[src/hw/nfc_pkg.sv]
// shared constants and types for the non-critical fault collector
package nfc_pkg;

  // ----------------------------------------------------------------
  // register byte offsets on the ahb-lite port
  // ----------------------------------------------------------------
  localparam logic [7:0] OFF_STATUS = 8'h00;
  localparam logic [7:0] OFF_ENABLE = 8'h04;
  localparam logic [7:0] OFF_REACT = 8'h08;
  localparam logic [7:0] OFF_TOE = 8'h0c;
  localparam logic [7:0] OFF_TIMEOUT = 8'h10;
  localparam logic [7:0] OFF_CTRL = 8'h14;
  localparam logic [7:0] OFF_STATE = 8'h18;

  // ----------------------------------------------------------------
  // non-critical input positions
  // ----------------------------------------------------------------
  localparam int IN_CORE0_PREWARN = 0;
  localparam int IN_CORE1_PREWARN = 1;
  localparam int IN_PLL_A_UNLOCK = 2;
  localparam int IN_PLL_B_UNLOCK = 3;
  localparam int IN_OSC_LOSS = 4;
  localparam int IN_SYSCLK_RANGE = 5;
  localparam int IN_MOTOR_CLK_RANGE = 6;
  localparam int IN_NET_CLK_RANGE = 7;
  localparam int IN_ECC_NOTE_A = 8;
  localparam int IN_ECC_NOTE_B = 9;
  localparam int IN_CONV_A = 10;
  localparam int IN_CONV_B = 11;
  localparam int IN_SELFTEST = 12;
  localparam int IN_NET_RAM_CORR = 19;
  localparam int IN_NET_RAM_UNCORR = 20;
  localparam int IN_SW_RESET = 21;
  localparam int IN_CONV_C = 25;
  localparam int IN_CONV_D = 26;

  // implemented inputs and the ones classed for a long functional reset
  localparam logic [31:0] IMPL_MASK = 32'h0638_1fff;
  localparam logic [31:0] LONG_MASK = 32'h0000_00ff;

  // ----------------------------------------------------------------
  // reset values and field positions
  // ----------------------------------------------------------------
  localparam logic [31:0] ENABLE_RST = 32'h0638_1fff;
  localparam logic [31:0] REACT_RST = 32'h0000_0000;
  localparam logic [31:0] TOE_RST = 32'h0000_0000;
  localparam logic [31:0] TIMEOUT_RST = 32'h0000_1000;
  localparam int CTRL_PAD_DIS = 0;
  localparam int CTRL_FAULT_CLR = 1;
  localparam int STATE_LONG_REQ = 2;
  localparam int STATE_SAFE = 3;
  localparam int STATE_REPORT = 4;
  localparam int STATE_CRIT = 5;

  // error pin patterns: healthy and failure are complementary pairs
  localparam logic [1:0] ERR_OK = 2'b01;
  localparam logic [1:0] ERR_FAULT = 2'b10;

  typedef enum logic [1:0] {
    ST_NORMAL = 2'b00,
    ST_ALARM = 2'b01,
    ST_FAULT = 2'b10
  } nfc_state_e;

  typedef logic [31:0] nfc_word_t;

endpackage

[src/hw/nfc_sync.sv]
// two-flop synchroniser for a vector of asynchronous levels
`timescale 1ns/1ps
module nfc_sync #(
  parameter int WIDTH = 18
) (
  input logic hclk,
  input logic hresetn,
  input logic [WIDTH-1:0] din,
  output logic [WIDTH-1:0] dout
);

  logic [WIDTH-1:0] stage1;

  if (WIDTH < 1) begin : g_chk
    $error("nfc_sync width must be at least one");
  end

  // ----------------------------------------------------------------
  // synchroniser chain
  // ----------------------------------------------------------------
  // stage1 feeds only stage two, so no logic sees a metastable value
  always_ff @(posedge hclk or negedge hresetn) begin
    if (!hresetn) begin
      stage1 <= '0;
      dout <= '0;
    end else begin
      stage1 <= din;
      dout <= stage1;
    end
  end

endmodule

[src/hw/nfc_error_pins.sv]
// driver for the pair of external error pins
`timescale 1ns/1ps
module nfc_error_pins (
  input logic hclk,
  input logic hresetn,
  input logic report,
  output logic [1:0] pin_out,
  output logic [1:0] pin_oe
);

  // ----------------------------------------------------------------
  // pin drive
  // ----------------------------------------------------------------
  // enables clear asynchronously so the pins float at once in reset
  always_ff @(posedge hclk or negedge hresetn) begin
    if (!hresetn) begin
      pin_oe <= 2'b00; // RQ12
    end else begin
      pin_oe <= 2'b11; // RQ11
    end
  end

  // the level pattern itself; no enable input exists to silence it
  always_ff @(posedge hclk or negedge hresetn) begin
    if (!hresetn) begin
      pin_out <= nfc_pkg::ERR_OK;
    end else if (report) begin
      pin_out <= nfc_pkg::ERR_FAULT; // RQ16
    end else begin
      pin_out <= nfc_pkg::ERR_OK;
    end
  end

endmodule

[src/hw/nfc_collector.sv]
// non-critical fault collector with ahb-lite registers and error pins
// Function
// RQ1: core watchdog prewarnings drive inputs 0 and 1, long reset class.
// RQ2: pll loss of lock drives inputs 2 and 3, long reset class.
// RQ3: crystal oscillator loss raises input 4, long reset class.
// RQ4: system clock out of range raises input 5, long reset class.
// RQ5: motor and network clocks out of range raise inputs 6 and 7, long.
// RQ6: single-bit ecc notes drive inputs 8 and 9, no reset.
// RQ7: converter self-test faults drive inputs 10, 11, 25, 26, no reset.
// RQ8: self-test unit failure drives input 12, no reset.
// RQ9: network ram ecc corrected input 19, uncorrectable input 20, no reset.
// RQ10: software reset request drives input 21, no reset class.
// RQ11: two external error pins report critical errors in safe mode.
// RQ12: both error pins float while the device is in reset.
// RQ13: external monitor watches both pins and enforces safe state in time.
// RQ14: after configuration faults are collected and reacted on autonomously.
// RQ15: registers select input enables, fault-state reactions and timeouts.
// RQ16: external error reaction is always on and cannot be disabled.
// RQ17: with pad disable set, system pads float on entering safe mode.
// RQ18: external system stays safe alone and may reset the device.
// RQ19: reserved inputs are tied inactive and never set status.
// RQ20: each input latches a sticky flag until software clears it.
//
// Local design decisions: the address map and the AHB-Lite interface to the registers.
`timescale 1ns/1ps
module nfc_collector (
  input logic hclk,
  input logic hresetn,
  input logic hsel,
  input logic [31:0] haddr,
  input logic [1:0] htrans,
  input logic hwrite,
  input logic [2:0] hsize,
  input logic hready,
  input logic [31:0] hwdata,
  output logic [31:0] hrdata,
  output logic hreadyout,
  output logic hresp,
  input logic core0_prewarn_status,
  input logic core1_prewarn_status,
  input logic freq_mod_pll_a_unlock,
  input logic freq_mod_pll_b_unlock,
  input logic clock_monitor_a_osc_loss,
  input logic clock_monitor_a_sysclk_range,
  input logic clock_monitor_b_motor_range,
  input logic clock_monitor_c_network_range,
  input logic ecc_corrected_note_a,
  input logic ecc_corrected_note_b,
  input logic converter_selftest_fault_a,
  input logic converter_selftest_fault_b,
  input logic converter_selftest_fault_c,
  input logic converter_selftest_fault_d,
  input logic selftest_unit_fault,
  input logic network_ram_corrected,
  input logic network_ram_uncorrectable,
  input logic mode_entry_reset_req,
  input logic critical_fault,
  input logic safe_mode,
  output logic [1:0] external_error_outputs,
  output logic [1:0] external_error_oe,
  output logic long_reset_req,
  output logic fault_state_active,
  output logic safe_pad_hiz
);

  localparam int NSRC = 18;

  logic [NSRC-1:0] src_raw;
  logic [NSRC-1:0] src_sync;
  nfc_pkg::nfc_word_t fault_raw;
  nfc_pkg::nfc_word_t status;
  nfc_pkg::nfc_word_t enable;
  nfc_pkg::nfc_word_t react;
  nfc_pkg::nfc_word_t toe;
  nfc_pkg::nfc_word_t timeout;
  nfc_pkg::nfc_word_t tmo_cnt;
  nfc_pkg::nfc_word_t w1c_mask;
  nfc_pkg::nfc_word_t rd_word;
  nfc_pkg::nfc_state_e state;
  nfc_pkg::nfc_state_e next_state;
  logic pad_dis;
  logic wr_pend;
  logic [7:0] wr_addr;
  logic accept;
  logic immediate;
  logic alarm_pend;
  logic long_pend;
  logic fault_clr;
  logic err_report;

  // decode of a write data phase against one register offset
  function automatic logic wr_hit(input logic pend, input logic [7:0] a,
                                  input logic [7:0] off);
    return pend && (a == off);
  endfunction

  // ----------------------------------------------------------------
  // fault source capture
  // ----------------------------------------------------------------
  // sources live in foreign clock domains, so each is synchronised
  assign src_raw = {mode_entry_reset_req, network_ram_uncorrectable,
                    network_ram_corrected, converter_selftest_fault_d,
                    converter_selftest_fault_c, selftest_unit_fault,
                    converter_selftest_fault_b, converter_selftest_fault_a,
                    ecc_corrected_note_b, ecc_corrected_note_a,
                    clock_monitor_c_network_range, clock_monitor_b_motor_range,
                    clock_monitor_a_sysclk_range, clock_monitor_a_osc_loss,
                    freq_mod_pll_b_unlock, freq_mod_pll_a_unlock,
                    core1_prewarn_status, core0_prewarn_status};

  nfc_sync #(.WIDTH(NSRC)) u_sync (
    .hclk(hclk),
    .hresetn(hresetn),
    .din(src_raw),
    .dout(src_sync)
  );

  // map synchronised sources onto the indexed inputs
  always_comb begin
    fault_raw = '0; // RQ19
    fault_raw[nfc_pkg::IN_CORE0_PREWARN] = src_sync[0]; // RQ1
    fault_raw[nfc_pkg::IN_CORE1_PREWARN] = src_sync[1]; // RQ1
    fault_raw[nfc_pkg::IN_PLL_A_UNLOCK] = src_sync[2]; // RQ2
    fault_raw[nfc_pkg::IN_PLL_B_UNLOCK] = src_sync[3]; // RQ2
    fault_raw[nfc_pkg::IN_OSC_LOSS] = src_sync[4]; // RQ3
    fault_raw[nfc_pkg::IN_SYSCLK_RANGE] = src_sync[5]; // RQ4
    fault_raw[nfc_pkg::IN_MOTOR_CLK_RANGE] = src_sync[6]; // RQ5
    fault_raw[nfc_pkg::IN_NET_CLK_RANGE] = src_sync[7]; // RQ5
    fault_raw[nfc_pkg::IN_ECC_NOTE_A] = src_sync[8]; // RQ6
    fault_raw[nfc_pkg::IN_ECC_NOTE_B] = src_sync[9]; // RQ6
    fault_raw[nfc_pkg::IN_CONV_A] = src_sync[10]; // RQ7
    fault_raw[nfc_pkg::IN_CONV_B] = src_sync[11]; // RQ7
    fault_raw[nfc_pkg::IN_SELFTEST] = src_sync[12]; // RQ8
    fault_raw[nfc_pkg::IN_CONV_C] = src_sync[13]; // RQ7
    fault_raw[nfc_pkg::IN_CONV_D] = src_sync[14]; // RQ7
    fault_raw[nfc_pkg::IN_NET_RAM_CORR] = src_sync[15]; // RQ9
    fault_raw[nfc_pkg::IN_NET_RAM_UNCORR] = src_sync[16]; // RQ9
    fault_raw[nfc_pkg::IN_SW_RESET] = src_sync[17]; // RQ10
  end

  // ----------------------------------------------------------------
  // ahb-lite slave
  // ----------------------------------------------------------------
  // zero wait states: every transfer completes in its first data cycle
  assign accept = hsel && hready && htrans[1];

  always_ff @(posedge hclk or negedge hresetn) begin
    if (!hresetn) begin
      wr_pend <= 1'b0;
      wr_addr <= 8'h00;
    end else begin
      wr_pend <= accept && hwrite;
      wr_addr <= haddr[7:0];
    end
  end

  // responses are fixed; hsize is not checked, all accesses act as words
  always_ff @(posedge hclk or negedge hresetn) begin
    if (!hresetn) begin
      hreadyout <= 1'b0;
      hresp <= 1'b0;
    end else begin
      hreadyout <= 1'b1;
      hresp <= 1'b0;
    end
  end

  // read mux; upper address bits are not decoded, so the map aliases
  always_comb begin
    rd_word = '0;
    unique case (haddr[7:0])
      nfc_pkg::OFF_STATUS: rd_word = status;
      nfc_pkg::OFF_ENABLE: rd_word = enable;
      nfc_pkg::OFF_REACT: rd_word = react;
      nfc_pkg::OFF_TOE: rd_word = toe;
      nfc_pkg::OFF_TIMEOUT: rd_word = timeout;
      nfc_pkg::OFF_CTRL: rd_word[nfc_pkg::CTRL_PAD_DIS] = pad_dis;
      nfc_pkg::OFF_STATE: begin
        rd_word[1:0] = state;
        rd_word[nfc_pkg::STATE_LONG_REQ] = long_reset_req;
        rd_word[nfc_pkg::STATE_SAFE] = safe_mode;
        rd_word[nfc_pkg::STATE_REPORT] = err_report;
        rd_word[nfc_pkg::STATE_CRIT] = critical_fault;
      end
      default: rd_word = '0;
    endcase
  end

  // read data is captured at the address phase and stands in the data phase
  always_ff @(posedge hclk or negedge hresetn) begin
    if (!hresetn) begin
      hrdata <= '0;
    end else if (accept && !hwrite) begin
      hrdata <= rd_word;
    end
  end

  // ----------------------------------------------------------------
  // configuration registers
  // ----------------------------------------------------------------
  always_ff @(posedge hclk or negedge hresetn) begin
    if (!hresetn) begin
      enable <= nfc_pkg::ENABLE_RST;
      react <= nfc_pkg::REACT_RST;
      toe <= nfc_pkg::TOE_RST;
      timeout <= nfc_pkg::TIMEOUT_RST;
      pad_dis <= 1'b0;
    end else begin
      if (wr_hit(wr_pend, wr_addr, nfc_pkg::OFF_ENABLE)) begin
        enable <= hwdata & nfc_pkg::IMPL_MASK; // RQ15
      end
      if (wr_hit(wr_pend, wr_addr, nfc_pkg::OFF_REACT)) begin
        react <= hwdata & nfc_pkg::IMPL_MASK; // RQ15
      end
      if (wr_hit(wr_pend, wr_addr, nfc_pkg::OFF_TOE)) begin
        toe <= hwdata & nfc_pkg::IMPL_MASK; // RQ15
      end
      if (wr_hit(wr_pend, wr_addr, nfc_pkg::OFF_TIMEOUT)) begin
        timeout <= hwdata;
      end
      if (wr_hit(wr_pend, wr_addr, nfc_pkg::OFF_CTRL)) begin
        pad_dis <= hwdata[nfc_pkg::CTRL_PAD_DIS];
      end
    end
  end

  // the fault clear bit is a write-only strobe and is never stored
  assign fault_clr = wr_hit(wr_pend, wr_addr, nfc_pkg::OFF_CTRL) &&
                     hwdata[nfc_pkg::CTRL_FAULT_CLR];

  // ----------------------------------------------------------------
  // sticky status
  // ----------------------------------------------------------------
  assign w1c_mask = wr_hit(wr_pend, wr_addr, nfc_pkg::OFF_STATUS) ? hwdata : '0;

  // a fault present during a clear survives it, so no event is lost
  always_ff @(posedge hclk or negedge hresetn) begin
    if (!hresetn) begin
      status <= '0;
    end else begin
      status <= (fault_raw & nfc_pkg::IMPL_MASK) | (status & ~w1c_mask); // RQ20
    end
  end

  // ----------------------------------------------------------------
  // fault reaction state machine
  // ----------------------------------------------------------------
  assign immediate = |(status & enable & react);
  assign alarm_pend = |(status & enable & toe);
  assign long_pend = |(status & enable & nfc_pkg::LONG_MASK);

  // runs without software once configured; leaving fault, or leaving alarm back to normal, needs a write
  always_comb begin
    next_state = state;
    unique case (state)
      nfc_pkg::ST_NORMAL: begin
        if (immediate) begin
          next_state = nfc_pkg::ST_FAULT; // RQ14
        end else if (alarm_pend) begin
          next_state = nfc_pkg::ST_ALARM; // RQ15
        end
      end
      nfc_pkg::ST_ALARM: begin
        if (immediate || (tmo_cnt >= timeout)) begin
          next_state = nfc_pkg::ST_FAULT; // RQ14
        end else if (!alarm_pend) begin
          next_state = nfc_pkg::ST_NORMAL;
        end
      end
      nfc_pkg::ST_FAULT: begin
        if (fault_clr && !immediate && !alarm_pend) begin
          next_state = nfc_pkg::ST_NORMAL;
        end
      end
      default: next_state = nfc_pkg::ST_NORMAL;
    endcase
  end

  always_ff @(posedge hclk or negedge hresetn) begin
    if (!hresetn) begin
      state <= nfc_pkg::ST_NORMAL;
    end else begin
      state <= next_state;
    end
  end

  // timeout counter restarts on every entry to the alarm state
  always_ff @(posedge hclk or negedge hresetn) begin
    if (!hresetn) begin
      tmo_cnt <= '0;
    end else if (state == nfc_pkg::ST_ALARM) begin
      tmo_cnt <= tmo_cnt + 32'h0000_0001;
    end else begin
      tmo_cnt <= '0;
    end
  end

  // ----------------------------------------------------------------
  // reactions towards reset, pads and the error pins
  // ----------------------------------------------------------------
  // only the clock and watchdog inputs carry a long reset class
  always_ff @(posedge hclk or negedge hresetn) begin
    if (!hresetn) begin
      long_reset_req <= 1'b0;
      fault_state_active <= 1'b0;
      safe_pad_hiz <= 1'b0;
    end else begin
      long_reset_req <= (state == nfc_pkg::ST_FAULT) && long_pend; // RQ1
      fault_state_active <= (state == nfc_pkg::ST_FAULT);
      safe_pad_hiz <= safe_mode && pad_dis; // RQ17
    end
  end

  // no register term appears here: the external reaction cannot be masked
  assign err_report = (state == nfc_pkg::ST_FAULT) || (safe_mode && critical_fault); // RQ16

  nfc_error_pins u_pins (
    .hclk(hclk),
    .hresetn(hresetn),
    .report(err_report),
    .pin_out(external_error_outputs),
    .pin_oe(external_error_oe)
  );
endmodule

[config.mk]
export PLATFORM = sky130hd
export DESIGN_NAME = nfc_collector
export DESIGN_NICKNAME = d
export VERILOG_FILES = /design/src/hw/nfc_pkg.sv /design/src/hw/nfc_sync.sv /design/src/hw/nfc_error_pins.sv /design/src/hw/nfc_collector.sv
export SDC_FILE = /design/constraint.sdc
export NUM_CORES = 1
export LEC_CHECK = 0
export BUFFER_PORTS_ARGS = -buffer_cell sky130_fd_sc_hd__buf_2
export CORE_UTILIZATION = 40
export CTS_BUF_LIST = sky130_fd_sc_hd__clkbuf_8
export CTS_CLUSTER_SIZE = 14
export DETAILED_ROUTE_END_ITERATION = 10
export GPL_TIMING_DRIVEN = 0
export PLACE_DENSITY = 0.67
export SETUP_SLACK_MARGIN = 0.5
export SLEW_MARGIN = 10
export SYNTH_ARGS = -nofsm -noshare
export SYNTH_HDL_FRONTEND = slang
export SYNTH_SLANG_ARGS = --single-unit
[constraint.sdc]
create_clock -name hclk -period 2.5 [get_ports hclk]
set_input_delay 0.5 -clock hclk [delete_from_list [all_inputs] [get_ports hclk]]
set_output_delay 0.5 -clock hclk [all_outputs]
set_load 0.03 [all_outputs]
==> results.json <==
{
  "track_usage_pct": 20.85,
  "globalplace.congestion": 0.8511,
  "route.detailed.drc": 0,
  "portBuffers": 105,
  "grt_pass1_wl_um": 42310,
  "layout-drive-gt1-share_pct": 27.05,
  "initial_core_util_pct": 41.13,
  "path_class": "reg -> reg",
  "drt_iter0_drc": 551,
  "end_kind": "register",
  "async_flop_share_pct": 100.0,
  "first_pass_iters": 5,
  "yosysMostFrequentCell": "dfrtp_1",
  "global_route.overflow_total": 0,
  "synth_top_area_cell": "dfrtp_1",
  "dieArea_um2": 26690,
  "antenna_found_initial": 1,
  "detailed_place_hpwl_um": 18940,
  "slew_violations": 0,
  "crit_path_max_fanout": 4,
  "antenna_left": 0,
  "final_cells": 1418,
  "finalCritPeriodShare_pct": 87.01,
  "synth_top_area_share_pct": 51.89,
  "arrival_ps": 2560,
  "p_leak_uw": 0.005912,
  "synth_edf_count": 0,
  "power_uw": 7976,
  "grt_max_degree": 115,
  "avgRoutedWirePerCell_um": 18.87,
  "syn_to_final_growth_pct": 19.77,
  "synth_seq_area_share_pct": 56.94,
  "synth_cell_types": 57,
  "root_buffer": "clkbuf_8",
  "hold_viol_final": 0,
  "yosys_warnings": 0,
  "drv_cap": 0,
  "numCtsBuffers": 40,
  "synth-main-ff-cell": "dfrtp_1",
  "cts.sinks": 236,
  "multi_input_area_um2": 4308,
  "worstSkewPairLatency_ps": 550,
  "syn_nets": 1020,
  "die_w_um": 163.4,
  "p_per_area_nw_per_um2": 639.4,
  "reg2reg_slack_ps": 320,
  "syn_area_um2": 10420,
  "core_um2": 25330,
  "fill_cells": 2258,
  "htreeDepth": 2,
  "required_ps": 2890,
  "cts_tree": "yes",
  "die_y_um": 163.4,
  "clk_path_buf_depth": 3,
  "setup_viol": 0,
  "max_slew_margin_pct": 48.50,
  "nets": 1187,
  "rsz0062_at_grt": "true",
  "worstHoldPathType": "in -> reg",
  "netlist_top_cells_area": "dfrtp_1, dfstp_2, nand2_1",
  "viasPerCell": 5.353,
  "ys_ff_latch": 236,
  "ir_drop_v": 0.0004045,
  "status": "finished clean",
  "avgSynthCellArea_um2": 11.66,
  "seqCellArea_um2": 5932,
  "synthCells": 893,
  "fin_crit_ps": 2175,
  "grt_pass1_vias": 7574,
  "fmax_mhz": 459.7,
  "ios": 135,
  "tightest_slew_ps": 772.4,
  "synth_common_cells": "dfrtp_1, nand2_1, o21ai_0",
  "fin_worst_skew_ps": 34.99,
  "rows": 58,
  "via_count": 7591,
  "worst_setup_path_start_kind": "register",
  "wl_um": 26760,
  "clkTransAtPathRegs_ps": 60,
  "placed_cells": 1330
}
-- routing by layer --
layer	GRT usage [%]	part of all wire, %
met5	0	0
met2	31.70	45
met3	4.723	6.9
met4	6.627	2.2
met1	29.42	46
-- area by class of cell --
cell class | count | area share, %
clock buffer | 43 | 4.744
inverter | 37 | 1.113
tap | 330 | 3.310
multi-input combinational | 585 | 34.53
buffer | 35 | 1.785
clock inverter | 26 | 0.8826
antenna | 1 | 0.02006
sequential | 236 | 47.55
timing repair buffer | 125 | 6.068
-- cells by family (layout without fill, tap and decap cells) --
| logic type | after synthesis | count (layout) | synth area share [%] |
|---|---|---|---|
| buffers and inverters | 72 | 266 | 2.931 |
| adders and majority gates | 33 | 33 | 3.964 |
| xor gates and xnor gates | 29 | 29 | 2.438 |
| and+or+nand+nor | 270 | 270 | 13.27 |
| other | 2 | 3 | 0.07210 |
| AOI/OAI and AO/OA | 176 | 176 | 10.70 |
| DFF | 236 | 236 | 56.94 |
| muxes | 75 | 75 | 9.682 |
-- report_power, final --
part           switching, µW  internal (µW)  total, µW
Sequential               127           3970       4100
Clock                   1510           1580       3090
Combinational            499            284        782
-- state kept, by name, summed over array words and instances, names as in the netlist --
signal	flops
u_pins.pin_oe	1
tmo_cnt	32
wr_pend	1
fault_state_active	1
u_pins.pin_out	2
timeout	32
safe_pad_hiz	1
toe	18
status	32
enable	18
long_reset_req	1
state	2
wr_addr	8
hrdata	32
u_sync.stage1	18
react	18
u_sync.dout	18
pad_dis	1
-- what timing repair did --
item	CTS	global route
endpoints found under the hold margin	11	0
cloned	0	0
setup endpoints to repair	117	112
pin swaps	13	8
buffers inserted	13	4
hold buffers	1	0
gates resized for setup	28	25
-- worst max-delay path, cell delays in order, from the launching register on --
cell	delay, ps
dfrtp_1	400
inv_1	60
ha_1	280
nand2b_4	150
a2111oi_4	340
nor4b_4	90
o311a_1	370
nor4b_2	280
a221oi_2	60
-- per-stage QoR --
| stage | hold slack [ps] | TNS (ps) | cell area, µm² | utilization [%] | setup slack, ps |
|---|---|---|---|---|---|
| 2_1_floorplan | 204.4 | 0 | 10430 | - | 506.7 |
| 3_3_place_gp | 331.4 | -732940 | 11370 | 44.88 | -3248 |
| 3_5_place_dp | 325.5 | -2691 | 11430 | 45.14 | -142.7 |
| 4_1_cts | 43.30 | 0 | 12380 | 48.88 | 392.1 |
| 5_1_grt | 48.33 | 0 | 12470 | 49.25 | 235.8 |
| 6_report | 74.24 | 0 | 12480 | 49.26 | 324.7 |
-- path summary, 6_finish.rpt --
check / from / cells past startpoint / to
setup / recovery: tmo_cnt[0]$_DFF_PN0_ / 8 / state[1]$_DFFE_PN0P_
hold / removal: freq_mod_pll_a_unlock / 1 / u_sync.stage1[2]$_DFF_PN0_
setup reg to reg: tmo_cnt[0]$_DFF_PN0_ / 8 / state[1]$_DFFE_PN0P_
hold reg to reg: u_sync.stage1[7]$_DFF_PN0_ / 0 / u_sync.dout[7]$_DFF_PN0_
max in group asynchronous: hresetn / 3 / react[25]$_DFFE_PN0P_
min in group asynchronous: hresetn / 2 / toe[11]$_DFFE_PN0P_
-- placed cells by master (no fill, tap or decap), drive strengths merged, types with 28 or more instances in the layout --
master / netlist / routed
dfrtp: 216 / 216
buf: 17 / 138
nand2: 112 / 112
o21ai: 76 / 76
clkbuf: 18 / 64
inv: 37 / 59
mux2: 56 / 56
nand3: 45 / 45
nor2: 42 / 42
ha: 33 / 33
a22oi: 28 / 28
Power figures use the tool's default switching activity.
